$ cat config.mk
export PLATFORM = sky130hd
export DESIGN_NAME = rsc_top
export DESIGN_NICKNAME = d
export VERILOG_FILES = /design/src/design/rsc_pkg.sv /design/src/design/rsc_delay.sv /design/src/design/rsc_top.sv
export SDC_FILE = /design/constraint.sdc
export NUM_CORES = 1
export LEC_CHECK = 0
export BUFFER_PORTS_ARGS = -buffer_cell sky130_fd_sc_hd__buf_2
export CAP_MARGIN = 10
export CORE_ASPECT_RATIO = 0.6
export CORE_UTILIZATION = 42
export CTS_BUF_LIST = sky130_fd_sc_hd__clkbuf_4 sky130_fd_sc_hd__clkbuf_8
export DETAILED_ROUTE_END_ITERATION = 10
export HOLD_SLACK_MARGIN = 0.15
export PLACE_DENSITY_LB_ADDON = 0.25
export SLEW_MARGIN = 20
export SYNTH_ARGS = -nofsm -noshare
export SYNTH_HDL_FRONTEND = slang
export SYNTH_SLANG_ARGS = --single-unit
$ cat constraint.sdc
create_clock -name clk -period 1.95 [get_ports clk]
set_input_delay 0.39 -clock clk [delete_from_list [all_inputs] [get_ports clk]]
set_output_delay 0.39 -clock clk [all_outputs]
set_load 0.05 [all_outputs]
$ cat src/design/rsc_pkg.sv
// Package with register map, codes and timing constants of the reset source controller.
package rsc_pkg;

  // Register word byte addresses on the Avalon-MM slave.
  localparam logic [3:0] ADDR_THRESH   = 4'h0;
  localparam logic [3:0] ADDR_FLAGS    = 4'h4;
  localparam logic [3:0] ADDR_GUARD    = 4'h8;
  localparam logic [3:0] ADDR_WDT_KEY  = 4'hc;
  localparam logic [3:0] ADDR_FLASH2   = 4'h0;
  localparam logic [3:0] ADDR_STATUS   = 4'h4;
  localparam logic       PAGE_REGS     = 1'h0;
  localparam logic       PAGE_CTRL     = 1'h1;

  // Threshold select codes.
  localparam logic [7:0] THR_1V7       = 8'h66;
  localparam logic [7:0] THR_1V9       = 8'h55;
  localparam logic [7:0] THR_2V55      = 8'h33;
  localparam logic [7:0] THR_3V15      = 8'h99;
  localparam logic [7:0] THR_3V8       = 8'haa;
  localparam logic [7:0] THR_DISABLE   = 8'hf0;
  localparam logic [7:0] THR_RESET     = THR_1V7;

  // Reset guard and watchdog key codes.
  localparam logic [7:0] GUARD_OK_A    = 8'h55;
  localparam logic [7:0] GUARD_OK_B    = 8'haa;
  localparam logic [7:0] GUARD_RESET   = GUARD_OK_A;
  localparam logic [4:0] KEY_ENABLE    = 5'h0a;
  localparam logic [4:0] KEY_DISABLE   = 5'h15;
  localparam logic [4:0] KEY_RESET     = KEY_ENABLE;

  // Flash programming reset command.
  localparam logic [7:0] FLASH_RST_CMD = 8'h55;

  // Cause flag bit positions.
  localparam int FLAG_KEY   = 0;
  localparam int FLAG_THR   = 1;
  localparam int FLAG_UV    = 2;
  localparam int FLAG_GUARD = 3;
  localparam int FLAG_W     = 4;

  // Status bit positions (timeout, power down, monitor active, low mode).
  localparam int STAT_TO  = 0;
  localparam int STAT_PDF = 1;
  localparam int STAT_MON = 2;
  localparam int STAT_LP  = 3;

  // Timing, in nanoseconds, and the clock period.
  localparam int CLK_PERIOD_NS      = 8;
  localparam int UV_FILTER_NS       = 120000;
  localparam int CORRUPT_DELAY_NS   = 50000;
  localparam int RESET_PULSE_NS     = 64;
  localparam int UV_FILTER_CYC      = (UV_FILTER_NS + CLK_PERIOD_NS - 1) / CLK_PERIOD_NS;
  localparam int CORRUPT_DELAY_CYC  = (CORRUPT_DELAY_NS + CLK_PERIOD_NS - 1) / CLK_PERIOD_NS;
  localparam int RESET_PULSE_CYC    = (RESET_PULSE_NS + CLK_PERIOD_NS - 1) / CLK_PERIOD_NS;
  localparam int CNT_W              = 16;

  // Reset sequencer states.
  typedef enum logic [2:0]
  {
    SEQ_IDLE  = 3'b001,
    SEQ_HOLD  = 3'b010,
    SEQ_LOCAL = 3'b100
  } rsc_seq_t;

endpackage

$ cat src/design/rsc_delay.sv
// Qualification counter: pulses once after a condition has held past a cycle count.
`timescale 1ns/1ps
module rsc_delay
  import rsc_pkg::*;
#(
  parameter int          CNT_W = 16,
  parameter logic [15:0] LIMIT = 16'h0001
)
(
  // Clock and reset
  input  wire logic clk,
  input  wire logic rst_n,
  // Condition and result
  input  wire logic cond,
  output logic      fire
);

  logic [CNT_W-1:0] cnt_reg;
  logic [CNT_W-1:0] cnt_next;
  logic             done;

  // The count saturates at the limit so one episode gives only one pulse.
  assign done     = (cnt_reg == LIMIT[CNT_W-1:0]);
  assign cnt_next = !cond ? '0 : (done ? cnt_reg : cnt_reg + 1'b1);

  always_ff @(posedge clk or negedge rst_n)
  begin
    if (!rst_n)
      cnt_reg <= '0;
    else
      cnt_reg <= cnt_next;
  end

  assign fire = cond && (cnt_reg == LIMIT[CNT_W-1:0] - 1'b1);

endmodule

$ cat src/design/rsc_top.sv
// Reset source controller: undervoltage filter, corrupt-value resets, cause flags, Avalon slave.
//
// How it works
// - Monitor runs when enabled, forced off in sleep or idle.
// - Low supply must persist past filter time before an undervoltage reset.
// - Five threshold codes are valid, code f0 disables the monitor.
// - Any other threshold code resets after delay, flags, restores default code.
// - A qualified undervoltage reset keeps the threshold register contents.
// - Undervoltage flag, bit 2, set by that reset, cleared by writing zero.
// - Threshold-corrupt flag, bit 1, set on bad code, cleared by writing zero.
// - Flag bits 7 to 4 read zero; power-on clears bits 3 to 0.
// - Writing 55 to the second flash control register resets the device.
// - Watchdog timeout in run mode gives full reset and sets timeout flag.
// - Watchdog timeout in low power clears only counter and stack pointer.
// - Timeout, power-down zero at power-on, kept by undervoltage reset.
// - Power-on reset starts the core in its defined initial state.
// - Guard register bad value sets bit 3, delayed reset, software clears.
// - Watchdog key bad value sets bit 0, delayed reset, software clears.
//
// Chosen here: the Avalon-MM interface to the registers and the address map.
`timescale 1ns/1ps
module rsc_top
  import rsc_pkg::*;
(
  // Clock and power-on reset
  input  wire logic        clk,
  input  wire logic        rst_n,
  // Avalon-MM slave
  input  wire logic [4:0]  avs_address,
  input  wire logic        avs_read,
  input  wire logic        avs_write,
  input  wire logic [31:0] avs_writedata,
  input  wire logic [3:0]  avs_byteenable,
  output logic [31:0]      avs_readdata,
  output logic             avs_waitrequest,
  output logic [1:0]       avs_response,
  // Supply and core status
  input  wire logic        low_supply_in,
  input  wire logic        low_power_mode,
  input  wire logic        watchdog_timeout,
  // Reset outputs
  output logic             sys_reset_n,
  output logic             pc_sp_clear,
  output logic             undervoltage_active
);

  // ***********************************************
  // Input synchronisers
  // ***********************************************
  // Low supply comes from the analog comparator, so it is retimed before any count.
  logic low_meta_reg;
  logic low_sync_reg;

  always_ff @(posedge clk or negedge rst_n)
  begin
    if (!rst_n)
    begin
      low_meta_reg <= 1'b0;
      low_sync_reg <= 1'b0;
    end
    else
    begin
      low_meta_reg <= low_supply_in;
      low_sync_reg <= low_meta_reg;
    end
  end

  // ***********************************************
  // Registers
  // ***********************************************
  // Cause flags sit in bits 3 to 0; bits 7 to 4 are not stored and read zero.
  logic [7:0] threshold_select_reg;
  logic [7:0] guard_reg;
  logic [4:0] watchdog_enable_key_reg;
  logic [3:0] flags_reg;
  logic       watchdog_timeout_flag_reg;
  logic       power_down_flag_reg;
  rsc_seq_t   seq_reg;
  logic [CNT_W-1:0] pulse_cnt_reg;

  // ***********************************************
  // Code decoding
  // ***********************************************
  logic thr_valid;
  logic thr_disabled;
  logic guard_valid;
  logic key_valid;
  logic in_reset;

  // Each register accepts only its listed codes; anything else arms a delayed reset.
  assign thr_valid    = (threshold_select_reg == THR_1V7) || (threshold_select_reg == THR_1V9)
                     || (threshold_select_reg == THR_2V55) || (threshold_select_reg == THR_3V15)
                     || (threshold_select_reg == THR_3V8)
                     || (threshold_select_reg == THR_DISABLE);
  assign thr_disabled = (threshold_select_reg == THR_DISABLE);
  assign guard_valid  = (guard_reg == GUARD_OK_A) || (guard_reg == GUARD_OK_B);
  assign key_valid    = (watchdog_enable_key_reg == KEY_ENABLE)
                     || (watchdog_enable_key_reg == KEY_DISABLE);
  assign in_reset     = (seq_reg == SEQ_HOLD);

  // ***********************************************
  // Qualification timers
  // ***********************************************
  logic mon_on;
  logic uv_fire;
  logic thr_fire;
  logic guard_fire;
  logic key_fire;

  // The monitor is off in sleep or idle even with a valid code.
  assign mon_on = thr_valid && !thr_disabled && !low_power_mode;

  // The undervoltage limit is one above the filter count, so a reset needs a
  // low episode longer than the filter time; shorter ones leave no trace.
  rsc_delay #(.CNT_W(CNT_W), .LIMIT(16'(UV_FILTER_CYC + 1))) u_uv_filter
  (
    .clk   (clk),
    .rst_n (rst_n),
    .cond  (mon_on && low_sync_reg && !in_reset),
    .fire  (uv_fire)
  );

  rsc_delay #(.CNT_W(CNT_W), .LIMIT(16'(CORRUPT_DELAY_CYC))) u_thr_delay
  (
    .clk   (clk),
    .rst_n (rst_n),
    .cond  (!thr_valid && !in_reset),
    .fire  (thr_fire)
  );

  rsc_delay #(.CNT_W(CNT_W), .LIMIT(16'(CORRUPT_DELAY_CYC))) u_guard_delay
  (
    .clk   (clk),
    .rst_n (rst_n),
    .cond  (!guard_valid && !in_reset),
    .fire  (guard_fire)
  );

  rsc_delay #(.CNT_W(CNT_W), .LIMIT(16'(CORRUPT_DELAY_CYC))) u_key_delay
  (
    .clk   (clk),
    .rst_n (rst_n),
    .cond  (!key_valid && !in_reset),
    .fire  (key_fire)
  );

  // ***********************************************
  // Bus decode
  // ***********************************************
  logic       page;
  logic [3:0] word_addr;
  logic       acc;
  logic       wr;
  logic       wr_thresh;
  logic       wr_flags;
  logic       wr_guard;
  logic       wr_key;
  logic       wr_flash2;
  logic       mapped;
  logic [7:0] wbyte;
  logic       flash_rst;
  logic       wd_run;
  logic       wd_low;
  logic       full_req;
  logic       other_req;

  // A write acts at the edge where waitrequest is seen low; lane 0 carries the data.
  // Writes during the reset hold are dropped so a cause cannot be armed again.
  assign page      = avs_address[4];
  assign word_addr = {avs_address[1:0], 2'b00};
  assign acc       = (avs_read || avs_write) && avs_waitrequest == 1'b0;
  assign wr        = avs_write && !avs_waitrequest && avs_byteenable[0] && !in_reset;
  assign wbyte     = avs_writedata[7:0];
  assign mapped    = !avs_address[3] && !avs_address[2]
                  && ((page == PAGE_REGS) || (word_addr == ADDR_FLASH2)
                  || (word_addr == ADDR_STATUS));
  assign wr_thresh = wr && mapped && page == PAGE_REGS && word_addr == ADDR_THRESH;
  assign wr_flags  = wr && mapped && page == PAGE_REGS && word_addr == ADDR_FLAGS;
  assign wr_guard  = wr && mapped && page == PAGE_REGS && word_addr == ADDR_GUARD;
  assign wr_key    = wr && mapped && page == PAGE_REGS && word_addr == ADDR_WDT_KEY;
  assign wr_flash2 = wr && mapped && page == PAGE_CTRL && word_addr == ADDR_FLASH2;
  assign flash_rst = wr_flash2 && (wbyte == FLASH_RST_CMD);
  assign wd_run    = watchdog_timeout && !low_power_mode && !in_reset;
  assign wd_low    = watchdog_timeout && low_power_mode && !in_reset;
  assign full_req  = uv_fire || thr_fire || guard_fire || key_fire
                  || flash_rst || wd_run;

  // Every cause but a qualified undervoltage also restores the threshold code.
  assign other_req = thr_fire || guard_fire || key_fire || flash_rst || wd_run;

  // ***********************************************
  // Cause flags: hardware set wins over software clear
  // ***********************************************
  logic [3:0] flag_set;
  logic [3:0] flags_next;

  assign flag_set = {guard_fire, uv_fire, thr_fire, key_fire};

  // Software writes a zero to clear a flag and a one to keep it.
  genvar gi;
  generate
    for (gi = 0; gi < 4; gi++)
    begin : g_flag
      assign flags_next[gi] = flag_set[gi] ? 1'b1
                            : ((wr_flags && !wbyte[gi]) ? 1'b0 : flags_reg[gi]);
    end
  endgenerate

  always_ff @(posedge clk or negedge rst_n)
  begin
    if (!rst_n)
      flags_reg <= 4'h0;
    else
      flags_reg <= flags_next;
  end

  // ***********************************************
  // Control registers
  // ***********************************************
  always_ff @(posedge clk or negedge rst_n)
  begin
    if (!rst_n)
      threshold_select_reg <= THR_RESET;
    else if (thr_fire)
      threshold_select_reg <= THR_RESET;
    else if (other_req)
      threshold_select_reg <= THR_RESET;
    else if (wr_thresh)
      threshold_select_reg <= wbyte;
  end

  // Guard and key codes return to their safe values on every full reset.
  always_ff @(posedge clk or negedge rst_n)
  begin
    if (!rst_n)
      guard_reg <= GUARD_RESET;
    else if (full_req)
      guard_reg <= GUARD_RESET;
    else if (wr_guard)
      guard_reg <= wbyte;
  end

  always_ff @(posedge clk or negedge rst_n)
  begin
    if (!rst_n)
      watchdog_enable_key_reg <= KEY_RESET;
    else if (full_req)
      watchdog_enable_key_reg <= KEY_RESET;
    else if (wr_key)
      watchdog_enable_key_reg <= wbyte[4:0];
  end

  // Timeout and power-down status, kept over an undervoltage reset.
  always_ff @(posedge clk or negedge rst_n)
  begin
    if (!rst_n)
    begin
      watchdog_timeout_flag_reg <= 1'b0;
      power_down_flag_reg       <= 1'b0;
    end
    else if (wd_low)
    begin
      watchdog_timeout_flag_reg <= 1'b1;
      power_down_flag_reg       <= 1'b1;
    end
    else if (wd_run)
      watchdog_timeout_flag_reg <= 1'b1;
  end

  // ***********************************************
  // Reset sequencer
  // ***********************************************
  logic             pulse_done;
  rsc_seq_t         seq_next;

  // The hold counts from zero in its first cycle, so sys_reset_n stays low
  // for exactly the pulse length.
  assign pulse_done = (pulse_cnt_reg == CNT_W'(RESET_PULSE_CYC - 1));

  // A full request that meets the clear cycle still starts the hold.
  always_comb
  begin
    seq_next = seq_reg;
    case (seq_reg)
      SEQ_IDLE:  seq_next = full_req ? SEQ_HOLD : (wd_low ? SEQ_LOCAL : SEQ_IDLE);
      SEQ_HOLD:  seq_next = pulse_done ? SEQ_IDLE : SEQ_HOLD;
      SEQ_LOCAL: seq_next = full_req ? SEQ_HOLD : SEQ_IDLE;
      default:   seq_next = SEQ_IDLE;
    endcase
  end

  always_ff @(posedge clk or negedge rst_n)
  begin
    if (!rst_n)
    begin
      seq_reg       <= SEQ_HOLD;
      pulse_cnt_reg <= '0;
    end
    else
    begin
      seq_reg       <= seq_next;
      pulse_cnt_reg <= (seq_next == SEQ_HOLD && seq_reg == SEQ_HOLD) ? pulse_cnt_reg + 1'b1 : '0;
    end
  end

  // ***********************************************
  // Outputs and read data
  // ***********************************************
  logic [31:0] rdata;

  // Unmapped words and the write-only flash control word read as zero.
  assign rdata = !mapped ? 32'h0
               : (page == PAGE_CTRL && word_addr == ADDR_STATUS)
                 ? {28'h0, low_power_mode, mon_on, power_down_flag_reg, watchdog_timeout_flag_reg}
               : (page == PAGE_CTRL) ? 32'h0
               : (word_addr == ADDR_THRESH) ? {24'h0, threshold_select_reg}
               : (word_addr == ADDR_FLAGS) ? {28'h0, flags_reg}
               : (word_addr == ADDR_GUARD) ? {24'h0, guard_reg}
               : {27'h0, watchdog_enable_key_reg};

  // Waitrequest drops for one cycle per access, and read data is captured as the
  // request is first seen, so it stands in the cycle that completes the access.
  always_ff @(posedge clk or negedge rst_n)
  begin
    if (!rst_n)
    begin
      avs_waitrequest     <= 1'b1;
      avs_readdata        <= 32'h0;
      avs_response        <= 2'h0;
      sys_reset_n         <= 1'b0;
      pc_sp_clear         <= 1'b0;
      undervoltage_active <= 1'b0;
    end
    else
    begin
      avs_waitrequest     <= !((avs_read || avs_write) && avs_waitrequest);
      avs_readdata        <= (avs_read && avs_waitrequest) ? rdata : avs_readdata;
      avs_response        <= (!mapped && acc) ? 2'h2 : 2'h0;
      sys_reset_n         <= (seq_next != SEQ_HOLD);
      pc_sp_clear         <= (seq_next == SEQ_LOCAL);
      undervoltage_active <= mon_on;
    end
  end

endmodule

==> results of run 1 <==
-- through the flow --
step                total power [mW]  cell area, um2
floorplan                      3.259            6770
global placement               3.506            7592
detailed placement             3.523            7592
CTS                            6.065            8183
global route                   6.316            8451
finish                         6.082            8451
-- what timing repair did --
| action | in CTS | in global routing |
|---|---|---|
| pin swaps | 4 | 15 |
| hold endpoints to repair | 115 | 0 |
| setup buffers | 4 | 4 |
| resized for setup | 12 | 45 |
| cloned | 1 | 1 |
| endpoints found under the setup margin | 30 | 51 |
| hold buffers | 4 | 0 |
-- kinds of logic (layout without fill, tap and decap cells) --
family | Yosys count | in the layout | share of synthesized area (%)
compound gates | 47 | 47 | 4.945
buf+inv | 61 | 181 | 5.188
other cells | 1 | 25 | 0.05614
fa+ha+maj | 13 | 13 | 2.435
flops | 125 | 125 | 47.05
mux | 23 | 23 | 4.270
simple gates | 315 | 316 | 27.27
xor+xnor | 67 | 67 | 8.785
-- power by group --
part	total (mW)	switching [mW]	leakage [nW]	internal [mW]
clock network	2.49	1.02	0.230	1.47
logic	0.877	0.576	1.75	0.301
registers	2.72	0.0495	1.66	2.67
total	6.08	1.64	3.64	4.44
-- synth_stat cells, drive strengths merged, types with 4 or more instances --
cell / n
a21oi: 14
a22o: 5
and3: 14
and4: 5
buf: 35
clkbuf: 7
dfrtp: 113
dfstp: 12
ha: 13
inv: 19
mux2: 4
mux2i: 15
mux4: 4
nand2: 58
nand3: 47
nand3b: 6
nand4: 15
nor2: 86
nor2b: 4
nor3: 19
nor4: 16
nor4bb: 14
o21ai: 10
or3: 4
or4: 4
xnor2: 33
xor2: 34
-- path summary, 6_finish.rpt --
check	startpoint	endpoint	slack (ns)	cells after the start
max	threshold_select_reg[4]$_DFFE_PN0P_	seq_reg[0]$_DFF_PN0_	-0.19	7
min	watchdog_timeout	watchdog_timeout_flag_reg$_DFFE_PN0P_	0.23	2
max reg2reg	threshold_select_reg[4]$_DFFE_PN0P_	seq_reg[0]$_DFF_PN0_	-0.19	7
min reg2reg	low_meta_reg$_DFF_PN0_	low_sync_reg$_DFF_PN0_	0.36	0
max in group asynchronous	rst_n	avs_waitrequest$_DFF_PN1_	0.99	3
min in group asynchronous	rst_n	u_guard_delay.cnt_reg[6]$_DFFE_PN0P_	0.51	3
-- critical path, cell delays in order (launching register included) --
cell and delay, ns:
dfrtp_1 0.49, nor4bb_2 0.45, o22ai_2 0.19, nand4_2 0.16, buf_6 0.11, nand4_4 0.15
buf_12 0.18, o41ai_4 0.32
-- final cells by class --
type / count / area, um2 / area share (%)
Inverter: 19 / 71.32 / 0.8439
Clock inverter: 7 / 110.1 / 1.303
Sequential cell: 125 / 3144 / 37.21
Multi-Input combinational cell: 491 / 3542 / 41.92
Clock buffer: 25 / 325.3 / 3.850
Tap cell: 203 / 254.0 / 3.006
Timing Repair Buffer: 130 / 1003 / 11.87
-- metal layers --
| metal | vias to the layer above | track usage [%] |
|---|---|---|
| met4 | 0 | 5.293 |
| met1 | 2590 | 32.00 |
| li1 | 2505 | - |
| met3 | 13 | 5.379 |
| met2 | 139 | 28.67 |
| met5 | - | 0 |
==> impl_results.html, run 1 <==
<table>
<tr><th>Metric</th><th>Value</th></tr>
<tr><th colspan="2">Drt</th></tr>
<tr><td>Routed wire length</td><td>about 16,000 um</td></tr>
<tr><td>DRC Markers</td><td>0</td></tr>
<tr><td>Routed wire length on met3</td><td>just under 1000 um</td></tr>
<tr><td>Number of nets with antenna violations after detailed routing</td><td>0</td></tr>
<tr><td>Routed WL per cell</td><td>around 16 um</td></tr>
<tr><td>Wire length the detailed router placed on met1</td><td>roughly 8500 um</td></tr>
<tr><td>Average via count per standard cell</td><td>about 5.2</td></tr>
<tr><td>DR vias</td><td>approximately 5,200</td></tr>
<tr><td>Highest metal layer with signal wires</td><td>met4</td></tr>
<tr><td>Met2 Routed Length</td><td>6735 um</td></tr>
<tr><td>Iteration count of the initial detailed-routing pass</td><td>5</td></tr>
<tr><td>Initial drt markers</td><td>322</td></tr>
<tr><th colspan="2">Synth</th></tr>
<tr><td>Area fraction of the dominant cell type after synthesis</td><td>a little over two fifths</td></tr>
<tr><td>Most area-hungry cell type in the Yosys netlist</td><td>dfrtp_1</td></tr>
<tr><td>Async set or reset register ratio after synthesis</td><td>between 90% and 100%</td></tr>
<tr><td>Post-synth EDFFs</td><td>0</td></tr>
<tr><td>Syn avg cell area</td><td>roughly 10 um2</td></tr>
<tr><td>Ys Warns</td><td>0</td></tr>
<tr><td>Instance count of the mapped netlist</td><td>652</td></tr>
<tr><td>Distinct cell type count after synthesis</td><td>between 60 and 70</td></tr>
<tr><td>Flops &amp; latches, synth</td><td>~130</td></tr>
<tr><td>Post-synth top flop</td><td>dfrtp_1</td></tr>
<tr><td>Seq/Total Area, Yosys</td><td>about 47%</td></tr>
<tr><td>Netlist area before placement</td><td>6680 um2</td></tr>
<tr><td>Top cells by area, synth</td><td>dfrtp_1, nor2_1, dfstp_2</td></tr>
<tr><th colspan="2">Placed design</th></tr>
<tr><td>Placed wire-length estimate after detailed placement</td><td>~11,000 um</td></tr>
<tr><td>Input/output buffers</td><td>33</td></tr>
<tr><td>Worst slack, placed</td><td>-0.2821 ns</td></tr>
<tr><td>Placer Congestion</td><td>0.8724</td></tr>
<tr><td>Inst Count DP</td><td>about 960</td></tr>
<tr><th colspan="2">Clock tree</th></tr>
<tr><td>Clock Pin Slew Worst Setup and Hold Paths</td><td>approximately 0.07 ns</td></tr>
<tr><td>Buffer cell driving the clock tree root</td><td>clkbuf_8</td></tr>
<tr><td>CTS tree</td><td>yes</td></tr>
<tr><td>Worst-case clock buffer depth</td><td>2</td></tr>
<tr><td>Clock sinks</td><td>125</td></tr>
<tr><td>Number of buffers added by the clock tree synthesis step</td><td>17</td></tr>
<tr><td>CTS H-Tree Depth</td><td>4</td></tr>
<tr><td>Clock latency reported for the late side of the worst-skew pair</td><td>around 0.44 ns</td></tr>
<tr><th colspan="2">Timing</th></tr>
<tr><td>Setup repair after global routing missed its margin</td><td>true</td></tr>
<tr><td>Max-slew headroom</td><td>approximately three fifths</td></tr>
<tr><td>Slew at the pin with the worst max-slew slack</td><td>approximately 0.62 ns</td></tr>
<tr><td>Final critical path time including I/O delays and setup</td><td>~2.1 ns</td></tr>
<tr><td>Post-route fraction of the period consumed by the critical path</td><td>109.6%</td></tr>
<tr><td>Number of max-slew violations in the final report</td><td>0</td></tr>
<tr><td>Hold Worst Slack</td><td>~0.23 ns</td></tr>
<tr><td>Highest Clock Rate</td><td>between 400 and 500 MHz</td></tr>
<tr><td>Final setup skew</td><td>approximately 0.015 ns</td></tr>
<tr><td>Number of hold violations in the final report</td><td>0</td></tr>
<tr><td>Number of endpoints failing setup at the final stage</td><td>27</td></tr>
<tr><td>Aggregate negative setup slack</td><td>-2.996 ns</td></tr>
<tr><td>Final setup slack of the worst path</td><td>-0.1874 ns</td></tr>
<tr><th colspan="2">Layout</th></tr>
<tr><td>Most frequent cells in the layout</td><td>dfrtp_1, nor2_1, buf_4</td></tr>
<tr><td>Final design utilization</td><td>54.67%</td></tr>
<tr><td>Diodes inserted</td><td>0</td></tr>
<tr><td>Fraction of final layout cells sized beyond drive strength 1</td><td>between 30% and 40%</td></tr>
<tr><td>Number of non-filler instances in the completed layout</td><td>1,000</td></tr>
<tr><td>Synth-to-Final Area Change</td><td>26.50%</td></tr>
<tr><td>Most frequent standard cell in the layout excluding fill and tap cells</td><td>dfrtp_1</td></tr>
<tr><td>Total number of nets in the final design</td><td>approximately 850</td></tr>
<tr><td>Fill cells</td><td>roughly 1,300</td></tr>
<tr><th colspan="2">GRT</th></tr>
<tr><td>Global-route usage over all layers</td><td>roughly a fifth</td></tr>
<tr><td>Aggregate global routing overflow</td><td>0</td></tr>
<tr><td>Number of global-route vias before repair</td><td>5,000</td></tr>
<tr><td>Global-route wire length before repair</td><td>about 26,000 um</td></tr>
<tr><td>Largest net degree at the start of global routing</td><td>88</td></tr>
<tr><td>Number of antenna violations at the first check in global routing</td><td>0</td></tr>
<tr><th colspan="2">Worst setup path</th></tr>
<tr><td>Startpoint Class</td><td>flip-flop</td></tr>
<tr><td>Maximum fanout count along the critical path</td><td>5</td></tr>
<tr><td>Sort of element at the end of the critical path</td><td>flip-flop</td></tr>
<tr><td>Worst EP required</td><td>roughly 2.3 ns</td></tr>
<tr><td>Startpoint-to-endpoint class of the critical path</td><td>reg -&gt; reg</td></tr>
<tr><td>Data arrival at the endpoint of the critical path</td><td>2.47 ns</td></tr>
<tr><th colspan="2">Floorplan</th></tr>
<tr><td>Die X</td><td>approximately 160 um</td></tr>
<tr><td>Area of the placeable core</td><td>15,460 um2</td></tr>
<tr><td>Standard-cell row count</td><td>35</td></tr>
<tr><td>Die Outline Area</td><td>~16,000 um2</td></tr>
<tr><td>Initial Utilization</td><td>between 40% and 50%</td></tr>
<tr><td>I/O pin count</td><td>86</td></tr>
<tr><td>Height of the die</td><td>~100 um</td></tr>
<tr><th colspan="2">Pwr</th></tr>
<tr><td>Max VDD drop</td><td>about 0.00042 V</td></tr>
<tr><td>Cell leakage power</td><td>3.636 nW</td></tr>
<tr><td>Pwr Density</td><td>719.7 nW/um2</td></tr>
<tr><th colspan="2">Flow run</th></tr>
<tr><td>Max cap viols</td><td>0</td></tr>
<tr><th colspan="2">Hold path</th></tr>
<tr><td>Worst min-delay path class</td><td>in -&gt; reg</td></tr>
<tr><th colspan="2">Status</th></tr>
<tr><td>Violations in the final reports</td><td>setup timing</td></tr>
<tr><td>Run status</td><td>finished with violations</td></tr>
</table>
Power figures use the tool's default switching activity.
==> run 2: changes to the inputs <==
--- a/config.mk
+++ b/config.mk
@@ -16,4 +16,5 @@
 export SLEW_MARGIN = 20
 export SYNTH_ARGS = -nofsm -noshare
 export SYNTH_HDL_FRONTEND = slang
+export SYNTH_HIERARCHICAL = 1
 export SYNTH_SLANG_ARGS = --single-unit
==> constraint.sdc (replaced) <==
create_clock -name clk -period 1.8 [get_ports clk]
set_input_delay 0.36 -clock clk [delete_from_list [all_inputs] [get_ports clk]]
set_output_delay 0.36 -clock clk [all_outputs]
set_load 0.05 [all_outputs]
==> run 2 against run 1 <==
The run still ends with setup timing left. Worst setup slack got worse by 0.63 ns. Clock power rose by 11%. Critical endpoint is now guard_reg[4]$_DFFE_PN1P_. First-iteration DRC count rose by 47%. Synthesized cell count rose by 5.8%. Combinational power rose by 23%. Sequential power rose by 8.5%. Die area rose by 3.6%. Sequential cell count did not move. Non-clock buffer count rose by 77. Hold slack got worse by 0.054 ns.
==> impl_results.html, run 2 <==
<table>
<tr><th>Metric</th><th>Value</th></tr>
<tr><th colspan="2">Status</th></tr>
<tr><td>Run status</td><td>finished with violations</td></tr>
<tr><td>Violations in the final reports</td><td>setup timing</td></tr>
<tr><th colspan="2">Placed design</th></tr>
<tr><td>Placed wire-length estimate after detailed placement</td><td>~13,000 um</td></tr>
<tr><td>Inst Count DP</td><td>1,051</td></tr>
<tr><td>Placer Congestion</td><td>0.9299</td></tr>
<tr><td>Cell area after placement</td><td>8407 um2</td></tr>
<tr><td>Input/output buffers</td><td>33</td></tr>
<tr><th colspan="2">Synth</th></tr>
<tr><td>Most numerous cell types in the synthesized netlist</td><td>dfrtp_1, nand2_1, and2_1, nor2_1</td></tr>
<tr><td>Seq/Total Area, Yosys</td><td>between 40% and 50%</td></tr>
<tr><td>Netlist area before placement</td><td>slightly below 7000 um2</td></tr>
<tr><td>Flops &amp; latches, synth</td><td>between 100 and 150</td></tr>
<tr><td>Area fraction of the dominant cell type after synthesis</td><td>40.82%</td></tr>
<tr><td>Most area-hungry cell type in the Yosys netlist</td><td>dfrtp_1</td></tr>
<tr><td>Syn avg cell area</td><td>10.04 um2</td></tr>
<tr><td>Instance count of the mapped netlist</td><td>around 700</td></tr>
<tr><td>Post-synth EDFFs</td><td>0</td></tr>
<tr><td>Async set or reset register ratio after synthesis</td><td>between 90% and 100%</td></tr>
<tr><td>Ys Warns</td><td>6</td></tr>
<tr><td>Most common cell in the synthesized netlist</td><td>dfrtp_1</td></tr>
<tr><td>Distinct cell type count after synthesis</td><td>between 60 and 70</td></tr>
<tr><td>Post-synth top flop</td><td>dfrtp_1</td></tr>
<tr><td>Top cells by area, synth</td><td>dfrtp_1, dfstp_2, and2_1</td></tr>
<tr><th colspan="2">Clock tree</th></tr>
<tr><td>Worst-case clock buffer depth</td><td>2</td></tr>
<tr><td>Clock Pin Slew Worst Setup and Hold Paths</td><td>0.09 ns</td></tr>
<tr><td>Buffer cell driving the clock tree root</td><td>clkbuf_8</td></tr>
<tr><td>Clock sinks</td><td>roughly 130</td></tr>
<tr><td>CTS tree</td><td>yes</td></tr>
<tr><td>Clock latency reported for the late side of the worst-skew pair</td><td>approximately 0.44 ns</td></tr>
<tr><td>Number of buffers added by the clock tree synthesis step</td><td>17</td></tr>
<tr><td>CTS H-Tree Depth</td><td>4</td></tr>
<tr><th colspan="2">Hold path</th></tr>
<tr><td>Hold-critical path endpoint</td><td>watchdog_timeout_flag_reg$_DFFE_PN0P_</td></tr>
<tr><td>Hold Path Cell Cnt</td><td>2</td></tr>
<tr><td>Worst min-delay path class</td><td>in -&gt; reg</td></tr>
<tr><td>Hold wc startpoint</td><td>watchdog_timeout</td></tr>
<tr><th colspan="2">Layout</th></tr>
<tr><td>Most frequent cells in the layout</td><td>buf_4, dfrtp_1, and2_1</td></tr>
<tr><td>Fill cells</td><td>1,307</td></tr>
<tr><td>Synth-to-Final Area Change</td><td>37.57%</td></tr>
<tr><td>Number of non-filler instances in the completed layout</td><td>between 1,000 and 1,500</td></tr>
<tr><td>Total number of nets in the final design</td><td>roughly 960</td></tr>
<tr><td>Diodes inserted</td><td>0</td></tr>
<tr><td>Fraction of final layout cells sized beyond drive strength 1</td><td>a little under two fifths</td></tr>
<tr><td>Most frequent standard cell in the layout excluding fill and tap cells</td><td>buf_4</td></tr>
<tr><td>Post-Layout Inst Area</td><td>approximately 9500 um2</td></tr>
<tr><th colspan="2">Pwr</th></tr>
<tr><td>Pwr Density</td><td>between 700 and 800 nW/um2</td></tr>
<tr><td>Max VDD drop</td><td>roughly 0.00046 V</td></tr>
<tr><td>Cell leakage power</td><td>~4.4 nW</td></tr>
<tr><th colspan="2">Worst setup path</th></tr>
<tr><td>List of cells traversed by the critical path</td><td>or4bb_1, nor2_2, a211oi_2, nand2_1, nor4_4, or4_4, a21oi_4, a21boi_4, buf_4, nand2_1</td></tr>
<tr><td>Register-to-register path setup slack</td><td>-0.82 ns</td></tr>
<tr><td>Startpoint-to-endpoint class of the critical path</td><td>reg -&gt; reg</td></tr>
<tr><td>Slowest cell on the critical path</td><td>or4_4</td></tr>
<tr><td>Sort of element at the end of the critical path</td><td>flip-flop</td></tr>
<tr><td>Data arrival at the endpoint of the critical path</td><td>between 2 and 3 ns</td></tr>
<tr><td>Worst reg2reg path depth</td><td>10</td></tr>
<tr><td>Most used cell along the critical path</td><td>nand2_1</td></tr>
<tr><td>Endpoint of the most critical register-to-register path</td><td>guard_reg[4]$_DFFE_PN1P_</td></tr>
<tr><td>Max stage delay on crit path</td><td>0.55 ns</td></tr>
<tr><td>Kind of cell adding the most delay to the critical path</td><td>simple AND/OR/NAND/NOR gates</td></tr>
<tr><td>Worst EP required</td><td>between 2 and 2.5 ns</td></tr>
<tr><td>Reg-to-reg startpoint</td><td>watchdog_enable_key_reg[3]$_DFFE_PN1P_</td></tr>
<tr><td>Startpoint Class</td><td>flip-flop</td></tr>
<tr><td>Maximum fanout count along the critical path</td><td>3</td></tr>
<tr><td>Number of buffers and inverters on the critical path</td><td>1</td></tr>
<tr><th colspan="2">Flow run</th></tr>
<tr><td>Max cap viols</td><td>0</td></tr>
<tr><th colspan="2">GRT</th></tr>
<tr><td>Number of global-route vias before repair</td><td>about 6,000</td></tr>
<tr><td>Number of antenna violations at the first check in global routing</td><td>0</td></tr>
<tr><td>Aggregate global routing overflow</td><td>0</td></tr>
<tr><td>Largest net degree at the start of global routing</td><td>42</td></tr>
<tr><td>Global-route wire length before repair</td><td>31,000 um</td></tr>
<tr><td>Global-route usage over all layers</td><td>a little under a quarter</td></tr>
<tr><th colspan="2">Timing</th></tr>
<tr><td>Slew at the pin with the worst max-slew slack</td><td>0.6683 ns</td></tr>
<tr><td>Number of max-slew violations in the final report</td><td>0</td></tr>
<tr><td>Number of endpoints failing setup at the final stage</td><td>55</td></tr>
<tr><td>Highest Clock Rate</td><td>between 300 and 400 MHz</td></tr>
<tr><td>Final setup slack of the worst path</td><td>-0.8211 ns</td></tr>
<tr><td>Final critical path time including I/O delays and setup</td><td>roughly 2.6 ns</td></tr>
<tr><td>Max-slew headroom</td><td>55.04%</td></tr>
<tr><td>Final setup skew</td><td>0.02145 ns</td></tr>
<tr><td>Setup repair after global routing missed its margin</td><td>true</td></tr>
<tr><td>Number of hold violations in the final report</td><td>0</td></tr>
<tr><td>Post-route fraction of the period consumed by the critical path</td><td>145.6%</td></tr>
<tr><th colspan="2">Drt</th></tr>
<tr><td>DR vias</td><td>slightly below 6,000</td></tr>
<tr><td>Average via count per standard cell</td><td>5.354</td></tr>
<tr><td>Initial drt markers</td><td>about 470</td></tr>
<tr><td>Routed wire length</td><td>roughly 19,000 um</td></tr>
<tr><td>Number of nets with antenna violations after detailed routing</td><td>0</td></tr>
<tr><td>Iteration count of the initial detailed-routing pass</td><td>5</td></tr>
<tr><td>DRC Markers</td><td>0</td></tr>
<tr><td>Routed WL per cell</td><td>approximately 17 um</td></tr>
<tr><th colspan="2">Floorplan</th></tr>
<tr><td>Die X</td><td>about 170 um</td></tr>
<tr><td>Standard-cell row count</td><td>35</td></tr>
<tr><td>I/O pin count</td><td>86</td></tr>
<tr><td>Height of the die</td><td>a little over 100 um</td></tr>
<tr><td>Initial Utilization</td><td>44.07%</td></tr>
<tr><td>Die Outline Area</td><td>between 15,000 and 20,000 um2</td></tr>
<tr><td>Area of the placeable core</td><td>15,720 um2</td></tr>
</table>
## run 2: cells by family after synthesis
family	share of synthesized area, %
AND/OR/NAND/NOR	28.12
flip-flops	45.37
buffers and inverters	5.562
AO/OA/AOI/OAI	6.574
XOR/XNOR	7.333
multiplexers	4.642
adder cells (fa/ha/maj)	2.348
other	0.05413
## run 2: area by class of cell
| type | instances | area, um2 | share of cell area, % |
|---|---|---|---|
| Clock inverter | 11 | 165.2 | 1.733 |
| Sequential cell | 125 | 3147 | 33.02 |
| Timing Repair Buffer | 207 | 1618 | 16.98 |
| Multi-Input combinational cell | 516 | 3948 | 41.42 |
| Clock buffer | 21 | 282.8 | 2.967 |
| Inverter | 31 | 116.4 | 1.221 |
| Tap cell | 203 | 254.0 | 2.665 |
## run 2: timing repair
action,CTS,global route
resized for setup,44,58
setup endpoints to repair,71,92
hold buffers,4,0
pin swaps,20,21
hold endpoints to repair,115,0
setup buffers,17,17
gates cloned,4,0
## run 2: through the flow
stage | setup TNS, ns | setup WS (ns) | hold WS, ns | utilization [%] | power [mW]
3_3_place_gp | -22.92 | -0.8405 | 0.2380 | 53.47 | 3.881
5_1_grt | -28.54 | -0.9046 | 0.1600 | 60.62 | 7.079
4_1_cts | -24.51 | -0.8362 | 0.1518 | 58.63 | 6.805
3_5_place_dp | -25.74 | -0.9318 | 0.2408 | 53.47 | 3.907
2_1_floorplan | -17.25 | -0.8075 | 0.06441 | - | 3.574
6_report | -24.02 | -0.8211 | 0.1782 | 60.62 | 6.805
## run 2: routing by layer
layer  vias to the layer above  part of all wire [%]  GRT usage [%]
li1                       2817                     -              -
met1                      2941                    50          33.96
met2                       183                    43          34.78
met3                        21                   6.1          5.080
met4                         2                  0.86          6.069
met5                         -                  0.26          2.174
## run 2: worst max-delay path by stage
stage          depth (start not counted)                                endpoint  slack [ns]                                    from
2_1_floorplan                          9                    seq_reg[0]$_DFF_PN0_       -0.81                    seq_reg[1]$_DFF_PN1_
3_3_place_gp                          10  watchdog_enable_key_reg[1]$_DFFE_PN1P_       -0.84     threshold_select_reg[5]$_DFFE_PN1P_
3_5_place_dp                          10  watchdog_enable_key_reg[1]$_DFFE_PN1P_       -0.93     threshold_select_reg[5]$_DFFE_PN1P_
4_1_cts                               10                guard_reg[0]$_DFFE_PN1P_       -0.84     threshold_select_reg[5]$_DFFE_PN1P_
5_1_grt                               10                guard_reg[4]$_DFFE_PN1P_       -0.90  watchdog_enable_key_reg[3]$_DFFE_PN1P_
6_report                              10                guard_reg[4]$_DFFE_PN1P_       -0.82  watchdog_enable_key_reg[3]$_DFFE_PN1P_
## run 2: power by group
| group | switching, mW | internal (mW) | leakage, nW |
|---|---|---|---|
| clock | 1.14 | 1.63 | 0.229 |
| combinational | 0.679 | 0.401 | 2.45 |
| sequential | 0.0615 | 2.89 | 1.67 |
| total | 1.88 | 4.92 | 4.35 |
